File: src/rtl/hcur_regs.svh
// register offsets, control field positions, reset values and upload counts for the cursor overlay
// assumes a 12-bit byte address on a plain strobe port with 32-bit data
//
// Functional notes
// - a 32 by 32 cursor can be laid over the picture, its bitmap loaded by register writes or in-band.
// - in-band, the 256 bitmap bytes follow the last table byte in the line before the first active line.
// - every cursor pixel is two bits whose meaning depends on the colour mode select.
// - four pixels share a byte, first pixel in bits 1:0 and fourth in bits 7:6.
// - the column varies fastest, then the row, with byte 0 at the upper left corner.
// - 00 gives colour two, 01 colour one, 10 transparent, 11 inverted input or auxiliary colour.
// - transparent dots pass the input pixel and the three colours have their own registers.
// - each axis has a hot spot register inside the bitmap and a screen position register.
// - screen origin is upper left; hot spots past the right or bottom edge are clipped correctly.
// - cursor positions count input pixels and lines, before any scaling.
// - in auxiliary monitor mode the overlay output goes straight to the converter port.
// - the 768 table bytes come red, green, blue from the start of the line two before the first.
// - request pulses are issued on the two upload lines unless the table line request is cleared.
`ifndef HCUR_REGS_SVH
`define HCUR_REGS_SVH

// ****************************************
// register map
// ****************************************
`define HCUR_A_CTRL 12'h000
`define HCUR_A_COL1 12'h004
`define HCUR_A_COL2 12'h008
`define HCUR_A_COLX 12'h00C
`define HCUR_A_HOTX 12'h010
`define HCUR_A_HOTY 12'h014
`define HCUR_A_POSX 12'h018
`define HCUR_A_POSY 12'h01C
`define HCUR_A_FIRST 12'h020
`define HCUR_A_ACTLEN 12'h024
`define HCUR_A_NLINES 12'h028
`define HCUR_A_STATUS 12'h02C
`define HCUR_A_BMP_HI 2'h1

// ****************************************
// control fields and reset values
// ****************************************
`define HCUR_B_ENABLE 0
`define HCUR_B_COLOUR_MODE 1
`define HCUR_B_INBAND 2
`define HCUR_B_TLRE 3
`define HCUR_B_AUXMON 4
`define HCUR_CTRL_RST 5'h08
`define HCUR_FIRST_RST 11'h002
`define HCUR_ACTLEN_RST 11'h280
`define HCUR_NLINES_RST 11'h1E0

// ****************************************
// in-band upload counts
// ****************************************
`define HCUR_TBL_BYTES 11'h300
`define HCUR_UPL_BYTES 11'h400
`define HCUR_CUR_SIZE 12'h020

`endif

File: src/rtl/hcur_pkg.sv
// types shared by the cursor overlay
// assumes 8-bit red, green and blue components
package hcur_pkg;
	typedef struct packed {
		logic [7:0] r;
		logic [7:0] g;
		logic [7:0] b;
	} hcur_rgb_t;

	typedef struct packed {
		logic aux_mon;
		logic tlre;
		logic inband;
		logic cursor_colour_mode_select;
		logic enable;
	} hcur_ctrl_t;

	typedef enum logic [1:0] {
		HCUR_PAT_COL2 = 2'b00,
		HCUR_PAT_COL1 = 2'b01,
		HCUR_PAT_CLEAR = 2'b10,
		HCUR_PAT_SPECIAL = 2'b11
	} hcur_pat_t;
endpackage

File: src/rtl/hcur_overlay.sv
// hardware cursor overlay on the incoming pixel stream, with in-band bitmap capture
// assumes pixel clock, syncs and data arrive from outside and are sampled by clock
`timescale 1ns/1ps
`default_nettype none
`include "hcur_regs.svh"

module hcur_overlay (
	// system
	input wire logic clock,
	input wire logic nrst,
	// register port
	input wire logic [11:0] addr,
	input wire logic [31:0] wdata,
	input wire logic wr,
	input wire logic rd,
	output logic [31:0] rdata_q,
	// graphics source pins
	input wire logic pix_clk,
	input wire logic hsync,
	input wire logic vsync,
	input wire logic [23:0] pixel_data_port,
	output logic data_req_q,
	// overlay and converter outputs
	output hcur_pkg::hcur_rgb_t ovl_pix_q,
	output logic ovl_valid_q,
	output hcur_pkg::hcur_rgb_t dac_pix_q,
	output logic dac_valid_q
);
	// ****************************************
	// functions
	// ****************************************
	// two-bit pattern out of a bitmap byte
	function automatic logic [1:0] pick_pat(input logic [7:0] b, input logic [1:0] sel);
		logic [7:0] sh;
		sh = b >> {sel, 1'b0};
		pick_pat = sh[1:0];
	endfunction

	// colour of one dot for a given pattern
	function automatic hcur_pkg::hcur_rgb_t mix(input logic [1:0] pat, input logic cm,
		input hcur_pkg::hcur_rgb_t in, input hcur_pkg::hcur_rgb_t c1,
		input hcur_pkg::hcur_rgb_t c2, input hcur_pkg::hcur_rgb_t cx);
		case (hcur_pkg::hcur_pat_t'(pat))
			hcur_pkg::HCUR_PAT_COL2: mix = c2;
			hcur_pkg::HCUR_PAT_COL1: mix = c1;
			hcur_pkg::HCUR_PAT_CLEAR: mix = in;
			hcur_pkg::HCUR_PAT_SPECIAL: mix = cm ? cx : ~in;
			default: mix = in;
		endcase
	endfunction

	// offset of a coordinate from the cursor edge; a negative result wraps high
	function automatic logic [11:0] win_off(input logic [10:0] at, input logic [4:0] hot,
		input logic [10:0] pos);
		win_off = {1'b0, at} + {7'h00, hot} - {1'b0, pos};
	endfunction

	// ****************************************
	// registers
	// ****************************************
	hcur_pkg::hcur_ctrl_t ctrl_q;
	hcur_pkg::hcur_rgb_t col1_q, col2_q, colx_q;
	logic [4:0] hot_x_q, hot_y_q;
	logic [10:0] pos_x_q, pos_y_q, first_q, act_len_q, nlines_q;
	logic [7:0] bmp [0:255];

	// pin synchronisers and counters
	logic [2:0] pclk_s;
	logic [2:0] hs_s;
	logic [2:0] vs_s;
	logic [23:0] pdat_s1, pdat_s2;
	logic [10:0] pix_cnt_q, line_cnt_q, upl_cnt_q;

	// ****************************************
	// decode
	// ****************************************
	wire bmp_sel = (addr[11:10] == `HCUR_A_BMP_HI);
	wire [7:0] bmp_idx = addr[9:2];
	wire reg_wr = wr & ~bmp_sel;
	wire pe = pclk_s[1] & ~pclk_s[2];
	wire hs_rise = hs_s[1] & ~hs_s[2];
	wire vs_rise = vs_s[1] & ~vs_s[2];

	// line classes counted in input lines
	wire [10:0] tbl0_line = first_q - 11'h002;
	wire [10:0] tbl1_line = first_q - 11'h001;
	wire [10:0] act_line = line_cnt_q - first_q;
	wire upl_line = (line_cnt_q == tbl0_line) | (line_cnt_q == tbl1_line);
	wire act_row = (line_cnt_q >= first_q) & (act_line < nlines_q);
	wire req_line = act_row | (upl_line & ctrl_q.tlre);
	wire req_now = req_line & (pix_cnt_q < act_len_q);

	// in-band byte: low lane, cursor bytes follow the 768 table bytes
	wire upl_take = pe & req_now & upl_line & ctrl_q.tlre & (upl_cnt_q < `HCUR_UPL_BYTES);
	wire cur_byte = upl_cnt_q >= `HCUR_TBL_BYTES;
	wire [10:0] cur_off = upl_cnt_q - `HCUR_TBL_BYTES;
	wire inband_wr = upl_take & cur_byte & ctrl_q.inband;

	// cursor window relative to the hot spot, in input pixel units
	wire [11:0] dx = win_off(pix_cnt_q, hot_x_q, pos_x_q);
	wire [11:0] dy = win_off(act_line, hot_y_q, pos_y_q);
	// wrap of a negative offset lands far above 32, so it clips too
	wire in_cur = (dx < `HCUR_CUR_SIZE) & (dy < `HCUR_CUR_SIZE) & act_row;
	wire [7:0] rd_idx = {dy[4:0], dx[4:2]};
	wire [1:0] pat = pick_pat(bmp[rd_idx], dx[1:0]);
	wire hcur_pkg::hcur_rgb_t pix_in = pdat_s2;
	wire hcur_pkg::hcur_rgb_t pix_mix = mix(pat, ctrl_q.cursor_colour_mode_select, pix_in,
		col1_q, col2_q, colx_q);
	wire hcur_pkg::hcur_rgb_t pix_out = (ctrl_q.enable & in_cur) ? pix_mix : pix_in;

	// read data selection
	logic [31:0] rd_mux;
	always_comb begin
		rd_mux = 32'h0000_0000;
		if (bmp_sel) begin
			rd_mux = {24'h00_0000, bmp[bmp_idx]};
		end else begin
			case (addr)
				`HCUR_A_CTRL: rd_mux = {27'h000_0000, ctrl_q};
				`HCUR_A_COL1: rd_mux = {8'h00, col1_q};
				`HCUR_A_COL2: rd_mux = {8'h00, col2_q};
				`HCUR_A_COLX: rd_mux = {8'h00, colx_q};
				`HCUR_A_HOTX: rd_mux = {27'h000_0000, hot_x_q};
				`HCUR_A_HOTY: rd_mux = {27'h000_0000, hot_y_q};
				`HCUR_A_POSX: rd_mux = {21'h00_0000, pos_x_q};
				`HCUR_A_POSY: rd_mux = {21'h00_0000, pos_y_q};
				`HCUR_A_FIRST: rd_mux = {21'h00_0000, first_q};
				`HCUR_A_ACTLEN: rd_mux = {21'h00_0000, act_len_q};
				`HCUR_A_NLINES: rd_mux = {21'h00_0000, nlines_q};
				`HCUR_A_STATUS: rd_mux = {5'h00, upl_cnt_q, 5'h00, line_cnt_q};
				default: rd_mux = 32'h0000_0000;
			endcase
		end
	end

	// ****************************************
	// processes
	// ****************************************
	// software registers
	always_ff @(posedge clock or negedge nrst) begin
		if (!nrst) begin
			ctrl_q <= `HCUR_CTRL_RST;
			col1_q <= 24'h00_0000;
			col2_q <= 24'h00_0000;
			colx_q <= 24'h00_0000;
			hot_x_q <= 5'h00;
			hot_y_q <= 5'h00;
			pos_x_q <= 11'h000;
			pos_y_q <= 11'h000;
			first_q <= `HCUR_FIRST_RST;
			act_len_q <= `HCUR_ACTLEN_RST;
			nlines_q <= `HCUR_NLINES_RST;
		end else if (reg_wr) begin
			case (addr)
				`HCUR_A_CTRL: ctrl_q <= wdata[4:0];
				`HCUR_A_COL1: col1_q <= wdata[23:0];
				`HCUR_A_COL2: col2_q <= wdata[23:0];
				`HCUR_A_COLX: colx_q <= wdata[23:0];
				`HCUR_A_HOTX: hot_x_q <= wdata[4:0];
				`HCUR_A_HOTY: hot_y_q <= wdata[4:0];
				`HCUR_A_POSX: pos_x_q <= wdata[10:0];
				`HCUR_A_POSY: pos_y_q <= wdata[10:0];
				`HCUR_A_FIRST: first_q <= wdata[10:0];
				`HCUR_A_ACTLEN: act_len_q <= wdata[10:0];
				`HCUR_A_NLINES: nlines_q <= wdata[10:0];
				default: ;
			endcase
		end
	end

	// bitmap store; an in-band byte wins over a bus write in the same cycle
	always_ff @(posedge clock) begin
		if (inband_wr) begin
			bmp[cur_off[7:0]] <= pdat_s2[7:0];
		end else if (wr & bmp_sel) begin
			bmp[bmp_idx] <= wdata[7:0];
		end
	end

	// read data stands one cycle after the strobe
	always_ff @(posedge clock or negedge nrst) begin
		if (!nrst) begin
			rdata_q <= 32'h0000_0000;
		end else begin
			rdata_q <= rd ? rd_mux : 32'h0000_0000;
		end
	end

	// pin synchronisers, two stages before any use
	always_ff @(posedge clock or negedge nrst) begin
		if (!nrst) begin
			pclk_s <= 3'h0;
			hs_s <= 3'h0;
			vs_s <= 3'h0;
			pdat_s1 <= 24'h00_0000;
			pdat_s2 <= 24'h00_0000;
		end else begin
			pclk_s <= {pclk_s[1:0], pix_clk};
			hs_s <= {hs_s[1:0], hsync};
			vs_s <= {vs_s[1:0], vsync};
			pdat_s1 <= pixel_data_port;
			pdat_s2 <= pdat_s1;
		end
	end

	// pixel and line counters; first line after vsync is line 0
	always_ff @(posedge clock or negedge nrst) begin
		if (!nrst) begin
			pix_cnt_q <= 11'h000;
			line_cnt_q <= 11'h7FF;
		end else if (vs_rise) begin
			pix_cnt_q <= 11'h000;
			line_cnt_q <= 11'h7FF;
		end else if (hs_rise) begin
			pix_cnt_q <= 11'h000;
			line_cnt_q <= line_cnt_q + 11'h001;
		end else if (pe & (pix_cnt_q != 11'h7FF)) begin
			pix_cnt_q <= pix_cnt_q + 11'h001;
		end
	end

	// upload byte count spans both upload lines and restarts each field
	always_ff @(posedge clock or negedge nrst) begin
		if (!nrst) begin
			upl_cnt_q <= 11'h000;
		end else if (vs_rise) begin
			upl_cnt_q <= 11'h000;
		end else if (upl_take) begin
			upl_cnt_q <= upl_cnt_q + 11'h001;
		end
	end

	// data request towards the graphics source
	always_ff @(posedge clock or negedge nrst) begin
		if (!nrst) begin
			data_req_q <= 1'b0;
		end else begin
			data_req_q <= req_now;
		end
	end

	// overlay output, one word per accepted active pixel
	always_ff @(posedge clock or negedge nrst) begin
		if (!nrst) begin
			ovl_pix_q <= 24'h00_0000;
			ovl_valid_q <= 1'b0;
		end else begin
			ovl_valid_q <= pe & req_now & act_row;
			if (pe & req_now & act_row) begin
				ovl_pix_q <= pix_out;
			end
		end
	end

	// converter port only carries the overlay in auxiliary monitor mode
	always_ff @(posedge clock or negedge nrst) begin
		if (!nrst) begin
			dac_pix_q <= 24'h00_0000;
			dac_valid_q <= 1'b0;
		end else begin
			dac_valid_q <= pe & req_now & act_row & ctrl_q.aux_mon;
			if (pe & req_now & act_row & ctrl_q.aux_mon) begin
				dac_pix_q <= pix_out;
			end
		end
	end
endmodule

`default_nettype wire

File: config.mk
export PLATFORM = sky130hd
export DESIGN_NAME = hcur_overlay
export DESIGN_NICKNAME = d
export VERILOG_FILES = /design/src/rtl/hcur_pkg.sv /design/src/rtl/hcur_overlay.sv
export VERILOG_INCLUDE_DIRS = /design/src /design/src/rtl
export SDC_FILE = /design/constraint.sdc
export NUM_CORES = 2
export LEC_CHECK = 0
export BUFFER_PORTS_ARGS = -buffer_cell sky130_fd_sc_hd__buf_2
export CAP_MARGIN = 20
export CORE_ASPECT_RATIO = 1.4
export CORE_MARGIN = 1
export CORE_UTILIZATION = 50
export DETAILED_ROUTE_END_ITERATION = 10
export HOLD_SLACK_MARGIN = 0.15
export PLACE_DENSITY = 0.65
export SLEW_MARGIN = 20
export SYNTH_ARGS = -nofsm -noshare
export SYNTH_HDL_FRONTEND = slang
export SYNTH_SLANG_ARGS = --single-unit
File: constraint.sdc
create_clock -name clock -period 5.45 [get_ports clock]
set_input_delay 0.2725 -clock clock [delete_from_list [all_inputs] [get_ports clock]]
set_output_delay 0.2725 -clock clock [all_outputs]
set_load 0.005 [all_outputs]
==> run_results.csv <==
group,metric,value,unit
critical_path,max_stage_delay,550,ps
critical_path,cp.required,6250,ps
job,maxCapViolations,0,
hold_path,whs_path_depth,4,
global_route,grt.overflow.total,0,
critical_path,crit_path_end_kind,"flop",
power,p_per_area,390,nW/um^2
sta,setup_violations,48,
placed_design,dp_slack,-1530,ps
routing,first_pass_iters,7,
critical_path,crit_family,"compound AO/OA/AOI/OAI gates",
critical_path,reg2reg_slack,-640,ps
routing,vias_per_cell,7.11,
placed_design,gp_congestion,1.05,
status,outcome,"finished with violations",
logic_synthesis,syn_inst,8106,
sta,fin_crit_sh,112,%
logic_synthesis,ys_seq_area_share,60.1,%
critical_path,start_kind,"flop",
logic_synthesis,syn_avg_cell_area,14.2,sq um
routing,wl_per_cell,41.9,um
critical_path,critPathKind,"flop to flop",
logic_synthesis,synthFlopType,"edfxtp_1",
logic_synthesis,synth_edf_count,2048,
power,leakage,53.7,nW
sta,max_freq,164,MHz
critical_path,crit_path_max_fanout,7,
die,dieArea,232000,sq um
routing,wl_met3,64800,um
clock_tree,cts_max_path_buffers,4,
hold_path,hold_end,"col2_q[20]$_DFFE_PN0P_",
routing,drt-initial-drc-count,14085,
sta,tightest_slew,1120,ps
critical_path,critPathArrivalTime,6890,ps
sta,timing.final.ws_setup,-642,ps
critical_path,worst_path_max_delay_cell,"fa_1",
sta,finClkSkew,76.3,ps
sta,timing.final.crit_period,6090,ps
critical_path,r2r_start,"hot_x_q[4]$_DFFE_PN0P_",
global_route,grt_antenna_before_repair,49,
global_route,grt_pass1_vias,88016,
hold_path,min_path_type,"primary input to flop",
placed_design,placed_cells_incl_taps,12103,
routing,highest-signal-layer,"met5",
clock_tree,root_buffer,"clkbuf_16",
die,fp.dieW,408,um
cells_and_area,fin_cells,12771,
critical_path,path_cells,"inv_1 -> fa_1 -> inv_1 -> ha_4 -> or3b_1 -> a2bb2oi_2 -> or2_4 -> buf_8 -> buf_16 -> a211oi_1 -> o41ai_2 -> buf_4 -> o311ai_4 -> o41a_1 -> a211o_1 -> o22a_4 -> a211oi_4 -> buf_12 -> mux2_4 -> a311oi_2 -> buf_4 -> a31oi_1",
cells_and_area,syn_to_final_growth,26.8,%
logic_synthesis,async_flop_share,13.1,%
die,die_h,570,um
logic_synthesis,synth_area,115000,sq um
sta,worst_hold_slack,197,ps
die,initial_utilization,50.2,%
logic_synthesis,yosys_warnings,0,
critical_path,regToRegEndpoint,"ovl_pix_q[4]$_DFFE_PN0P_",
critical_path,r2r_cells,22,
die,core,229000,sq um
placed_design,hpwl,383000,um
die,rows,208,
hold_path,hp-start,"wdata[20]",
cells_and_area,final_layout_size_suffix_gt1_share,34.5,%
critical_path,crit_buf_inv,7,
clock_tree,clk_latency,950,ps
global_route,grt_pass1_wl,723000,um
clock_tree,cts_tree,"built",
sta,max_slew_margin,25.0,%
routing,final_antenna_net_count,0,
global_route,grt_start_max_net_pins,148,
clock_tree,cts_htree_levels,4,
sta,grt_setup_unrepaired,"yes",
clock_tree,clk_pin_slew,70,ps
cells_and_area,layout_common_cells,"2,048 x edfxtp_1, 1,123 x buf_4, 890 x nand2_1",
sta,drv_slew,0,
cells_and_area,nets,9664,
logic_synthesis,ys_ff_latch,2358,
sta,finalHoldViolations,0,
cells_and_area,final_common_cell,"edfxtp_1",
routing,drc,0,
status,violations,"negative setup slack",
routing,totalWireLength,536000,um
clock_tree,numCtsBuffers,234,
placed_design,numPortBuffers,144,
routing,via_count,90848,
power,ir_drop,0.000334,V
global_route,grtUsageTotal,45.5,%
routing,drt-met1-wl,170000,um
die,ios,158,
routing,wl_met2,240000,um
clock_tree,cts.sink_count,2358,
logic_synthesis,synth.distinct_cells,91,
==> repair_timing <==
action | CTS | global route
hold endpoints to repair | 481 | 0
hold buffers | 97 | 0
pin swaps | 96 | 103
cloned | 7 | 7
buffers inserted | 56 | 48
setup endpoints to repair | 56 | 885
gates resized for setup | 376 | 184
==> sequential cells by signal, summed over array words and instances, names as in the netlist, 5 cells and up <==
signal,count
dac_pix_q,24
col1_q,24
pix_cnt_q,11
pdat_s1,24
first_q,11
colx_q,24
upl_cnt_q,11
rdata_q,27
pos_y_q,11
hot_x_q,5
pos_x_q,11
col2_q,24
nlines_q,11
ctrl_q,5
ovl_pix_q,24
bmp,2048
act_len_q,11
line_cnt_q,11
hot_y_q,5
pdat_s2,24
==> report_power, final <==
part	internal [W]	leakage (nW)	switching, W
registers	0.0199	22.1	0.000143
logic	0.00796	27.7	0.0115
clock network	0.00990	3.89	0.00751
total	0.0377	53.7	0.0192
==> final cells by class <==
| class | count | area, sq um |
|---|---|---|
| Clock inverter | 171 | 2030 |
| Tap cell | 3045 | 3810 |
| Multi-Input combinational cell | 4971 | 45600 |
| Fill cell | 16818 | 83200 |
| Timing Repair Buffer | 1815 | 18800 |
| Sequential cell | 2358 | 69300 |
| Antenna cell | 29 | 72.6 |
| Clock buffer | 257 | 6000 |
| Inverter | 125 | 477 |
==> synthesized netlist by cell type (20+ instances only) <==
master        n  area (sq um)
a311oi_1     33           289
o22ai_1      74           463
dfrtp_1     291          7280
a211oi_1    221          1660
a21o_1       20           150
o2111ai_1    23           201
a32oi_1      90           788
and2_1       20           125
mux2_2      110          1240
buf_2       167           836
buf_1       102           383
nor3_1       57           285
nor2_1      457          1720
nand3_1     256          1280
nor4_1       70           438
mux4_2      716         16100
a21boi_0     23           173
inv_1       124           465
a2111oi_0    42           368
ha_1         73           913
xor2_1       30           263
nand2b_1     56           350
xnor2_1      33           289
and3_1      217          1360
o41ai_1      23           201
a21oi_1     217          1090
edfxtp_1   2048         61500
a22oi_1      48           360
a22o_1       20           175
nand4_1      77           482
a31oi_1      93           582
clkbuf_1    365          1370
nand2_1     910          3420
o21ai_0     230          1150
o211ai_1     35           263
mux2i_1     331          3310
a221oi_1     33           289
==> worst min-delay path, delay by kind of cell <==
kind / cells / cell delay, ps
buf+inv: 2 / 680
compound gates: 1 / 70
simple gates: 1 / 40
==> through the flow <==
stage / area, sq um / total power, W / setup TNS, ps / utilization (%)
3_5_place_dp: 133000 / 0.0351 / -68120 / 58.0
6_report: 146000 / 0.0569 / -26310 / 63.7
3_3_place_gp: 133000 / 0.0351 / -87140 / 58.0
4_1_cts: 145000 / 0.0548 / -23440 / 63.1
5_1_grt: 146000 / 0.0574 / -26780 / 63.7
2_1_floorplan: 115000 / 0.0260 / -779040 / -
==> how the worst max path moves through the flow <==
stage / cells past startpoint / from / slack, ps / endpoint
floorplan: 13 / first_q[2]$_DFFE_PN0P_ / -380 / bmp[0][0]$_DFFE_PP_
global placement: 23 / line_cnt_q[0]$_DFFE_PN1P_ / -1920 / dac_pix_q[18]$_DFFE_PN0P_
detailed placement: 24 / hot_x_q[2]$_DFFE_PN0P_ / -1530 / ovl_pix_q[4]$_DFFE_PN0P_
CTS: 26 / line_cnt_q[0]$_DFFE_PN1P_ / -550 / dac_pix_q[21]$_DFFE_PN0P_
global route: 25 / line_cnt_q[0]$_DFFE_PN1P_ / -660 / ovl_pix_q[15]$_DFFE_PN0P_
finish: 22 / hot_x_q[4]$_DFFE_PN0P_ / -640 / ovl_pix_q[4]$_DFFE_PN0P_
==> metal layers <==
metal,vias to the layer above,track usage [%]
met3,2065,12.5
met1,46261,52.1
li1,35178,-
met2,7314,69.5
met4,30,41.8
met5,-,0
==> logic make-up after synthesis <==
group / Yosys count / synth area share (%)
adders and majority gates: 84 / 0.984
and+or+nand+nor: 2232 / 8.92
other: 1 / 0.00325
buffers and inverters: 782 / 2.81
AOI/OAI and AO/OA: 1409 / 8.52
xor gates and xnor gates: 64 / 0.503
muxes: 1176 / 18.1
DFF: 2358 / 60.1
No activity file was read; power rests on OpenSTA's default activity.
